### config.mk
export PLATFORM = sky130hd
export DESIGN_NAME = exc_unit
export DESIGN_NICKNAME = d
export VERILOG_FILES = /design/src/hdl/conflict_detect.v /design/src/hdl/exc_unit.v
export VERILOG_INCLUDE_DIRS = /design/src /design/src/include
export SDC_FILE = /design/constraint.sdc
export NUM_CORES = 1
export LEC_CHECK = 0
export BUFFER_PORTS_ARGS = -buffer_cell sky130_fd_sc_hd__buf_4
export CORE_ASPECT_RATIO = 0.9
export CORE_UTILIZATION = 50
export CTS_CLUSTER_DIAMETER = 150
export DETAILED_ROUTE_END_ITERATION = 16
export GPL_ROUTABILITY_DRIVEN = 0
export PLACE_DENSITY = 0.74
export SLEW_MARGIN = 40
export SYNTH_ARGS = -nofsm -noshare
export SYNTH_HDL_FRONTEND = slang
export SYNTH_HIERARCHICAL = 1
export SYNTH_SLANG_ARGS = --single-unit
### constraint.sdc
create_clock -name aclk -period 1.6 [get_ports aclk]
set_input_delay 0.08 -clock aclk [delete_from_list [all_inputs] [get_ports aclk]]
set_output_delay 0.08 -clock aclk [all_outputs]
set_load 0.02 [all_outputs]
### src/include/exc_unit_consts.vh
// constants shared by the exception unit and its conflict detector
`ifndef EXC_UNIT_CONSTS_VH
`define EXC_UNIT_CONSTS_VH

// ==========================================================================
// register byte offsets
`define OFS_TASK_STATE      8'h00
`define OFS_RETURN_PTR      8'h04
`define OFS_REPORT          8'h08
`define OFS_FLAGS           8'h0C
`define OFS_CLEAR           8'h10
`define OFS_VECTOR_PTR      8'h14
`define OFS_CONTROL         8'h18
`define OFS_IRQ_STATUS      8'h1C
`define OFS_IRQ_MASK        8'h20

// ==========================================================================
// task state copy layout
`define TS_WIDTH            16
`define TS_CXM_LSB          0
`define TS_CXM_MSB          1
`define TS_IB_BIT           2
`define TS_LOOP_BUFFER_ACTIVE_BIT_BIT         3
`define TS_INT_BIT          4
`define TS_RESET            16'h0000
`define TS_CXM_ZERO         2'h0

// ==========================================================================
// report, flag and clear fields
`define REPORT_RCX_BIT      1
`define FLAG_IXF_BIT        1
`define CLEAR_IXF_VALUE     32'h0000_0002
`define RETURN_MASK         32'hFFFF_FE1F
`define VEC_NUM_LSB         5
`define VEC_NUM_MSB         8

// ==========================================================================
// control and interrupt layout
`define CTRL_LEGACY_BIT     0
`define IRQ_EXC_BIT         0
`define IRQ_RESUME_BIT      1
`define IRQ_EARLY_BIT       2
`define IRQ_WIDTH           3

// ==========================================================================
// bus answers and counts
`define RESP_OKAY           2'h0
`define RESP_SLVERR         2'h2
`define LOOP_MIN_GAP        2'h2
`define DRAIN_DEFAULT       4'h5

`endif

### src/hdl/conflict_detect.v
// multiple-write conflict detector over the retiring write slots
`timescale 1ns/100ps
`include "exc_unit_consts.vh"

module conflict_detect #(
    parameter SLOTS = 4,
    parameter RW    = 6
) (
    // clock and reset
    input  wire              aclk,
    input  wire              aresetn,
    // retiring writes
    input  wire [SLOTS-1:0]    wr_valid,
    input  wire [SLOTS*RW-1:0] wr_dest,
    input  wire [SLOTS-1:0]    wr_annul,
    input  wire [SLOTS-1:0]    wr_pred_annul,
    // mode and result
    input  wire              legacy,
    output reg               conflict
);

    // ======================================================================
    // slot qualification
    // legacy mode still counts annulled writes whose predicates came from
    // an annulled packet; the corrected mode drops every annulled slot
    function counts;
        input v;
        input a;
        input p;
        input lg;
        begin
            counts = v & (~a | (lg & p));
        end
    endfunction

    reg      hit;
    integer  i;
    integer  j;

    // ======================================================================
    // pairwise compare
    always @* begin
        hit = 1'b0;
        for (i = 0; i < SLOTS; i = i + 1) begin
            for (j = i + 1; j < SLOTS; j = j + 1) begin
                if (counts(wr_valid[i], wr_annul[i], wr_pred_annul[i], legacy) &&
                    counts(wr_valid[j], wr_annul[j], wr_pred_annul[j], legacy) &&
                    (wr_dest[i*RW +: RW] == wr_dest[j*RW +: RW])) begin
                    hit = 1'b1;
                end
            end
        end
    end

    always @(posedge aclk) begin
        if (!aresetn) begin
            conflict <= 1'b0;
        end else begin
            conflict <= hit;
        end
    end

endmodule // conflict_detect

### src/hdl/exc_unit.v
// interrupt drain, exception capture and loop resume unit with register slave
`timescale 1ns/100ps
`include "exc_unit_consts.vh"

module exc_unit #(
    parameter SLOTS = 4,
    parameter RW    = 6,
    parameter [3:0] DRAIN_CYCLES = `DRAIN_DEFAULT
) (
    // clock and reset
    input  wire                aclk,
    input  wire                aresetn,
    // register bus write
    input  wire [7:0]          s_axi_awaddr,
    input  wire                s_axi_awvalid,
    output reg                 s_axi_awready,
    input  wire [31:0]         s_axi_wdata,
    input  wire [3:0]          s_axi_wstrb,
    input  wire                s_axi_wvalid,
    output reg                 s_axi_wready,
    output reg  [1:0]          s_axi_bresp,
    output reg                 s_axi_bvalid,
    input  wire                s_axi_bready,
    // register bus read
    input  wire [7:0]          s_axi_araddr,
    input  wire                s_axi_arvalid,
    output reg                 s_axi_arready,
    output reg  [31:0]         s_axi_rdata,
    output reg  [1:0]          s_axi_rresp,
    output reg                 s_axi_rvalid,
    input  wire                s_axi_rready,
    // core state
    input  wire                int_req,
    input  wire [3:0]          int_num,
    input  wire                int_return,
    input  wire [31:0]         pc,
    input  wire [`TS_WIDTH-1:0] task_state,
    // retiring writes
    input  wire [SLOTS-1:0]    wr_valid,
    input  wire [SLOTS*RW-1:0] wr_dest,
    input  wire [SLOTS-1:0]    wr_annul,
    input  wire [SLOTS-1:0]    wr_pred_annul,
    // loop tracking
    input  wire                loop_active,
    input  wire                loop_kernel_marker,
    input  wire                loop_start,
    input  wire                packet_issue,
    // outputs to core
    output reg                 annul,
    output reg                 handler_enter,
    output reg                 exc_take,
    output reg                 loop_resume,
    output reg                 loop_early_exit,
    output reg                 irq
);

    // ======================================================================
    // states
    localparam [2:0] ST_RUN     = 3'b001;
    localparam [2:0] ST_DRAIN   = 3'b010;
    localparam [2:0] ST_HANDLER = 3'b100;

    reg  [2:0]            state;
    reg  [3:0]            drain_cnt;
    reg                   exc_pending;
    reg  [`TS_WIDTH-1:0]  nmi_task_state_copy;
    reg  [31:0]           nmi_return_pointer;
    reg  [31:0]           internal_exception_report;
    reg  [31:0]           exception_flag_register;
    reg  [31:0]           vector_table_pointer;
    reg  [31:0]           control;
    reg  [`IRQ_WIDTH-1:0] irq_status;
    reg  [`IRQ_WIDTH-1:0] irq_mask;
    reg                   loop_int_pending;
    reg  [1:0]            gap_cnt;
    reg                   gap_valid;
    reg                   aw_got;
    reg                   w_got;
    reg  [7:0]            aw_addr;
    reg  [31:0]           w_data;
    wire                  conflict;
    wire                  legacy;
    wire                  wr_do;
    wire                  rd_do;
    wire                  rd_clear;
    wire                  clear_ixf;
    wire                  take_now;
    wire                  take_late;
    wire                  early;
    wire [`IRQ_WIDTH-1:0] irq_set;
    reg  [31:0]           rd_mux;
    reg                   rd_hit;

    assign legacy = control[`CTRL_LEGACY_BIT];

    // ======================================================================
    // conflict detector
    conflict_detect #(
        .SLOTS (SLOTS),
        .RW    (RW)
    ) u_conflict (
        .aclk          (aclk),
        .aresetn       (aresetn),
        .wr_valid      (wr_valid),
        .wr_dest       (wr_dest),
        .wr_annul      (wr_annul),
        .wr_pred_annul (wr_pred_annul),
        .legacy        (legacy),
        .conflict      (conflict)
    );

    // handler fetch address: vector base with interrupt number in 8:5
    function [31:0] handler_addr;
        input [31:0] base;
        input [3:0]  num;
        begin
            handler_addr = base;
            handler_addr[`VEC_NUM_MSB:`VEC_NUM_LSB] = num;
        end
    endfunction

    // ======================================================================
    // drain and exception sequencing
    // a conflict seen while draining waits for the handler entry so the
    // saved state names the handler, not an annulled packet
    assign take_now  = conflict && (state == ST_RUN);
    assign take_late = (exc_pending || conflict) && (state == ST_DRAIN) &&
                       (drain_cnt == 4'h0);

    always @(posedge aclk) begin
        if (!aresetn) begin
            state         <= ST_RUN;
            drain_cnt     <= 4'h0;
            annul         <= 1'b0;
            handler_enter <= 1'b0;
            exc_pending   <= 1'b0;
        end else begin
            handler_enter <= 1'b0;
            case (state)
                ST_RUN: begin
                    if (int_req) begin
                        state     <= ST_DRAIN;
                        drain_cnt <= DRAIN_CYCLES - 4'h1;
                        annul     <= 1'b1;
                    end
                end
                ST_DRAIN: begin
                    if (conflict) begin
                        exc_pending <= 1'b1;
                    end
                    if (drain_cnt == 4'h0) begin
                        state         <= ST_HANDLER;
                        annul         <= 1'b0;
                        handler_enter <= 1'b1;
                        exc_pending   <= 1'b0;
                    end else begin
                        drain_cnt <= drain_cnt - 4'h1;
                    end
                end
                ST_HANDLER: begin
                    // handler flow is untouched; return goes back unchanged
                    if (int_return) begin
                        state <= ST_RUN;
                    end
                end
                default: begin
                    state <= ST_RUN;
                end
            endcase
        end
    end

    // ======================================================================
    // exception capture
    always @(posedge aclk) begin
        if (!aresetn) begin
            exc_take                  <= 1'b0;
            nmi_task_state_copy       <= `TS_RESET;
            nmi_return_pointer        <= 32'h0000_0000;
            internal_exception_report <= 32'h0000_0000;
        end else begin
            exc_take <= take_now | take_late;
            if (take_late) begin
                nmi_task_state_copy <= `TS_RESET;
                nmi_task_state_copy[`TS_INT_BIT] <= 1'b1;
                nmi_task_state_copy[`TS_CXM_MSB:`TS_CXM_LSB] <= `TS_CXM_ZERO;
                nmi_return_pointer <= handler_addr(vector_table_pointer, int_num);
            end else if (take_now) begin
                nmi_task_state_copy <= task_state;
                nmi_return_pointer  <= pc;
            end
            if (take_now || take_late) begin
                internal_exception_report <= 32'h0000_0000;
                internal_exception_report[`REPORT_RCX_BIT] <= 1'b1;
            end
        end
    end

    // flag: a new exception wins over a clear in the same cycle
    assign clear_ixf = wr_do && (aw_addr == `OFS_CLEAR) &&
                       (w_data == `CLEAR_IXF_VALUE);

    always @(posedge aclk) begin
        if (!aresetn) begin
            exception_flag_register <= 32'h0000_0000;
        end else if (take_now || take_late) begin
            exception_flag_register <= 32'h0000_0000;
            exception_flag_register[`FLAG_IXF_BIT] <= 1'b1;
        end else if (clear_ixf) begin
            exception_flag_register[`FLAG_IXF_BIT] <= 1'b0;
        end
    end

    // ======================================================================
    // software-pipelined loop resume
    // legacy: a loop start fewer than two packets after the kernel marker
    // drops the pending resume, which code spacing avoids
    assign early = legacy && loop_int_pending && loop_start &&
                   gap_valid && (gap_cnt < `LOOP_MIN_GAP);

    always @(posedge aclk) begin
        if (!aresetn) begin
            loop_int_pending <= 1'b0;
            gap_cnt          <= 2'h0;
            gap_valid        <= 1'b0;
            loop_resume      <= 1'b0;
            loop_early_exit  <= 1'b0;
        end else begin
            loop_resume     <= 1'b0;
            loop_early_exit <= early;
            if (loop_kernel_marker) begin
                gap_cnt   <= 2'h0;
                gap_valid <= 1'b1;
            end else if (loop_start) begin
                gap_valid <= 1'b0;
            end else if (packet_issue && gap_cnt != `LOOP_MIN_GAP) begin
                gap_cnt <= gap_cnt + 2'h1;
            end
            if (early) begin
                loop_int_pending <= 1'b0;
            end else if (state == ST_RUN && int_req && loop_active) begin
                loop_int_pending <= 1'b1;
            end else if (state == ST_HANDLER && int_return && loop_int_pending) begin
                loop_int_pending <= 1'b0;
                loop_resume      <= 1'b1;
            end
        end
    end

    // ======================================================================
    // interrupt status, read clears, set wins
    assign irq_set  = {loop_early_exit, loop_resume, exc_take};
    assign rd_clear = rd_do && (s_axi_araddr == `OFS_IRQ_STATUS);

    always @(posedge aclk) begin
        if (!aresetn) begin
            irq_status <= {`IRQ_WIDTH{1'b0}};
            irq        <= 1'b0;
        end else begin
            irq_status <= (rd_clear ? {`IRQ_WIDTH{1'b0}} : irq_status) | irq_set;
            irq        <= |(irq_status & irq_mask);
        end
    end

    // ======================================================================
    // register bus write channel
    assign wr_do = aw_got && w_got && !s_axi_bvalid;

    always @(posedge aclk) begin
        if (!aresetn) begin
            s_axi_awready        <= 1'b0;
            s_axi_wready         <= 1'b0;
            s_axi_bvalid         <= 1'b0;
            s_axi_bresp          <= `RESP_OKAY;
            aw_got               <= 1'b0;
            w_got                <= 1'b0;
            aw_addr              <= 8'h00;
            w_data               <= 32'h0000_0000;
            vector_table_pointer <= 32'h0000_0000;
            control              <= 32'h0000_0000;
            irq_mask             <= {`IRQ_WIDTH{1'b0}};
        end else begin
            s_axi_awready <= !aw_got && !(s_axi_awvalid && s_axi_awready) && !wr_do;
            s_axi_wready  <= !w_got && !(s_axi_wvalid && s_axi_wready) && !wr_do;
            if (s_axi_awvalid && s_axi_awready) begin
                aw_got  <= 1'b1;
                aw_addr <= s_axi_awaddr;
            end
            if (s_axi_wvalid && s_axi_wready) begin
                w_got  <= 1'b1;
                w_data <= s_axi_wdata;
            end
            if (s_axi_bvalid && s_axi_bready) begin
                s_axi_bvalid <= 1'b0;
            end
            if (wr_do) begin
                aw_got       <= 1'b0;
                w_got        <= 1'b0;
                s_axi_bvalid <= 1'b1;
                s_axi_bresp  <= `RESP_OKAY;
                // byte strobes ignored: every register is written whole
                case (aw_addr)
                    `OFS_VECTOR_PTR: vector_table_pointer <= w_data;
                    `OFS_CONTROL:    control              <= w_data;
                    `OFS_IRQ_MASK:   irq_mask             <= w_data[`IRQ_WIDTH-1:0];
                    `OFS_CLEAR:      control              <= control;
                    default:         s_axi_bresp          <= `RESP_SLVERR;
                endcase
            end
        end
    end

    // ======================================================================
    // register bus read channel
    assign rd_do = s_axi_arvalid && s_axi_arready;

    always @* begin
        rd_hit = 1'b1;
        rd_mux = 32'h0000_0000;
        case (s_axi_araddr)
            `OFS_TASK_STATE: rd_mux[`TS_WIDTH-1:0] = nmi_task_state_copy;
            `OFS_RETURN_PTR: rd_mux = nmi_return_pointer;
            `OFS_REPORT:     rd_mux = internal_exception_report;
            `OFS_FLAGS:      rd_mux = exception_flag_register;
            `OFS_CLEAR:      rd_mux = 32'h0000_0000;
            `OFS_VECTOR_PTR: rd_mux = vector_table_pointer;
            `OFS_CONTROL:    rd_mux = control;
            `OFS_IRQ_STATUS: rd_mux[`IRQ_WIDTH-1:0] = irq_status;
            `OFS_IRQ_MASK:   rd_mux[`IRQ_WIDTH-1:0] = irq_mask;
            default:         rd_hit = 1'b0;
        endcase
    end

    always @(posedge aclk) begin
        if (!aresetn) begin
            s_axi_arready <= 1'b0;
            s_axi_rvalid  <= 1'b0;
            s_axi_rdata   <= 32'h0000_0000;
            s_axi_rresp   <= `RESP_OKAY;
        end else begin
            s_axi_arready <= !s_axi_rvalid && !rd_do;
            if (rd_do) begin
                s_axi_rvalid <= 1'b1;
                s_axi_rdata  <= rd_mux;
                s_axi_rresp  <= rd_hit ? `RESP_OKAY : `RESP_SLVERR;
            end else if (s_axi_rvalid && s_axi_rready) begin
                s_axi_rvalid <= 1'b0;
            end
        end
    end

endmodule // exc_unit

==> impl_metrics.tcl <==
set metrics [dict create \
    status "finished with violations" \
    violations "negative setup slack" \
    die_h_um 133.8 \
    yosys.area_share.simple 0.2073 \
    async_flop_share 0 \
    nNetsFinal 1615 \
    final_common_cell "buf_4" \
    diodes 0 \
    slew_viol_final 0 \
    cts-root-buf "clkbuf_16" \
    syn_area_um2 9652 \
    fin_crit_ns 1.655 \
    holdCritPathClass "in2reg" \
    critPathKind "reg2reg" \
    yosys_most_used_dff "dfxtp_1" \
    synth-edff-count 0 \
    avgSynthCellArea_um2 8.466 \
    synth_top_family_by_area "simple AND/OR/NAND/NOR gates" \
    arrival_ns 2.06 \
    yosysTopAreaCell "dfxtp_1" \
    die_x_um 148.5 \
    dp_cells 1549 \
    maxCapViolations 0 \
    grt_overflow_total 0 \
    grt_pass1_vias 9716 \
    synth-compound-area-share 0.2025 \
    routedWlPerCell_um 18.98 \
    finalHoldViolCount 0 \
    drt-total-wl_um 32620 \
    ioPinCount 200 \
    cpMaxStageDelayCell "dfxtp_2" \
    drt_iter0_markers 775 \
    yosys_warnings 6 \
    synthCells 1140 \
    yosys.area_share.adder 0.002593 \
    start_util 0.5178 \
    cts-buffers-inserted 23 \
    synthXorXnorAreaFrac 0.03358 \
    cts_sinks 220 \
    synthMuxAreaShare 0.05406 \
    syn_to_final_growth_pct 44.36 \
    clk_path_buf_depth 3 \
    finalSetupViolCount 8 \
    tritoncts "built" \
    required_ns 2.00 \
    yosysUniqueCellTypes 67 \
    max_slew.worst_pin.slew_ns 0.5361 \
    worst_slack_ns -0.05538 \
    drc 0 \
    dp_hpwl_um 19060 \
    yosysSeqAreaShare 0.4563 \
    cpPeakStageDelay_ns 0.35 \
    yosys.area.top_type_share 0.4563 \
    start_kind "register" \
    relSlewSlack 0.6426 \
    skew_ns 0.01296 \
    die_area_um2 19860 \
    grt_pass1_wl_um 48780 \
    layout-drive-gt1-share 0.2388 \
    ir_drop_mv 0.8551 \
    synth.ff_latch_count 220 \
    grtUsageTotal 0.3061 \
    synth.area.top_cells "dfxtp_1 (46%), nand2_1 (7.9%), a21oi_1 (5.6%), mux2i_1 (5.3%), nor2_1 (3.3%)" \
    antenna_found_initial 0 \
    grt_max_degree 119 \
    htreeDepth 1 \
    critPathCaptureType "register" \
    crit_fanout 9 \
    stdcell_count 1719 \
    core-area_um2 18640 \
    firstDrtPassIters 6 \
    placementRows 47 \
    vias 10113 \
    rsz0062_at_grt "true" \
    power.leakage_nw 5.529 \
    setup_tns_ns -0.1426 \
    layout_common_cells "buf_4 (239), dfxtp_1 (215), nand2_1 (204), dlygate4sd3_1 (120), a21oi_1 (107)" \
    period_share 1.035 \
    ant_nets 0 \
    clk_latency_ns 0.52 \
    crit_path_cell_trace "inv_2, ha_4, nor3b_4, o211ai_1, buf_6, buf_12, nor2_1, a311oi_2" \
    clk_pin_slew_ns 0.06 \
    max_freq_mhz 604.1 \
    viasPerCell 5.883 \
    power_density_nw_per_um2 865.0 \
    io_buffers 193 \
]
-- critical path: cells and delay by family (launching register included) --
family | cells | cell delay [ns]
AO/OA/AOI/OAI | 2 | 0.39
flip-flops | 1 | 0.35
AND/OR/NAND/NOR | 2 | 0.21
buffers and inverters | 3 | 0.44
adder cells (fa/ha/maj) | 1 | 0.15
-- cell families after synthesis --
logic type               count (synthesis)
buffers and inverters                  100
AO/OA/AOI/OAI                          300
adder cells (fa/ha/maj)                  2
other                                    1
XOR/XNOR                                37
AND/OR/NAND/NOR                        428
flip-flops                             220
multiplexers                            52
-- stage by stage --
stage | setup slack, ns | power [W] | hold slack (ns) | utilization | area [µm²]
floorplan | -0.02073 | 0.006265 | 0.1974 | - | 9669
global placement | -0.02384 | 0.006849 | 0.2936 | 0.6247 | 11650
detailed placement | -0.1119 | 0.006867 | 0.3151 | 0.6247 | 11650
CTS | -0.02132 | 0.01200 | 0.02964 | 0.7288 | 13590
global route | -0.1144 | 0.01241 | 0.04237 | 0.7474 | 13930
finish | -0.05538 | 0.01205 | 0.03286 | 0.7474 | 13930
-- cell type report --
cell class | count | area (µm²)
clock inverters | 6 | 36.28
repair buffers | 383 | 3456
multi-input cells | 821 | 5022
inverters | 11 | 43.79
clock buffers | 33 | 653.1
fillers | 1322 | 4708
well taps | 245 | 306.5
flip-flops and latches | 220 | 4415
-- what timing repair did --
action | 4_1_cts | 5_1_grt
hold buffers | 120 | 0
setup buffers | 1 | 3
hold endpoints to repair | 107 | 0
endpoints found under the setup margin | 35 | 101
gates resized for setup | 10 | 54
pin swaps | 0 | 3
cloned | 2 | 5
-- synth_stat cells, drive strengths merged (14+ instances only) --
cell type,instances
buf,24
dfxtp,220
o2bb2ai,16
nand4,15
a311oi,32
a21oi,108
clkbuf,65
xnor2,25
a22o,17
o21ai,56
nand2,204
nand3,44
a22oi,29
nor2,85
nor3,14
mux2i,51
-- sequential cells by signal, indices dropped and copies added (netlist names), 4 cells and up --
| name | count |
|---|---|
| control | 32 |
| nmi_return_pointer | 32 |
| s_axi_rdata | 32 |
| vector_table_pointer | 32 |
| w_data | 32 |
| nmi_task_state_copy | 16 |
| aw_addr | 8 |
| drain_cnt | 4 |
-- worst paths after layout --
check,from,endpoint,slack (ns),cells after the start
worst min register to register,s_axi_rvalid,s_axi_arready,0.45,1
worst max register to register,drain_cnt[1],nmi_return_pointer[24],-0.06,8
worst min-delay path,packet_issue,gap_cnt[1],0.03,4
worst max-delay path,drain_cnt[1],nmi_return_pointer[24],-0.06,8
-- report_power, final --
group / switching [W] / internal [W]
Clock: 0.00215 / 0.00283
Sequential: 0.0000945 / 0.00557
Combinational: 0.000664 / 0.000748
-- routing by layer --
layer / vias to the layer above / part of all wire / track usage
met5: - / 0 / 0
met4: 0 / 0.041 / 0.1375
met3: 108 / 0.072 / 0.03878
met2: 515 / 0.49 / 0.5291
met1: 4796 / 0.40 / 0.3801
li1: 4694 / - / -
Note: power is estimated with default switching activity, not from simulation.
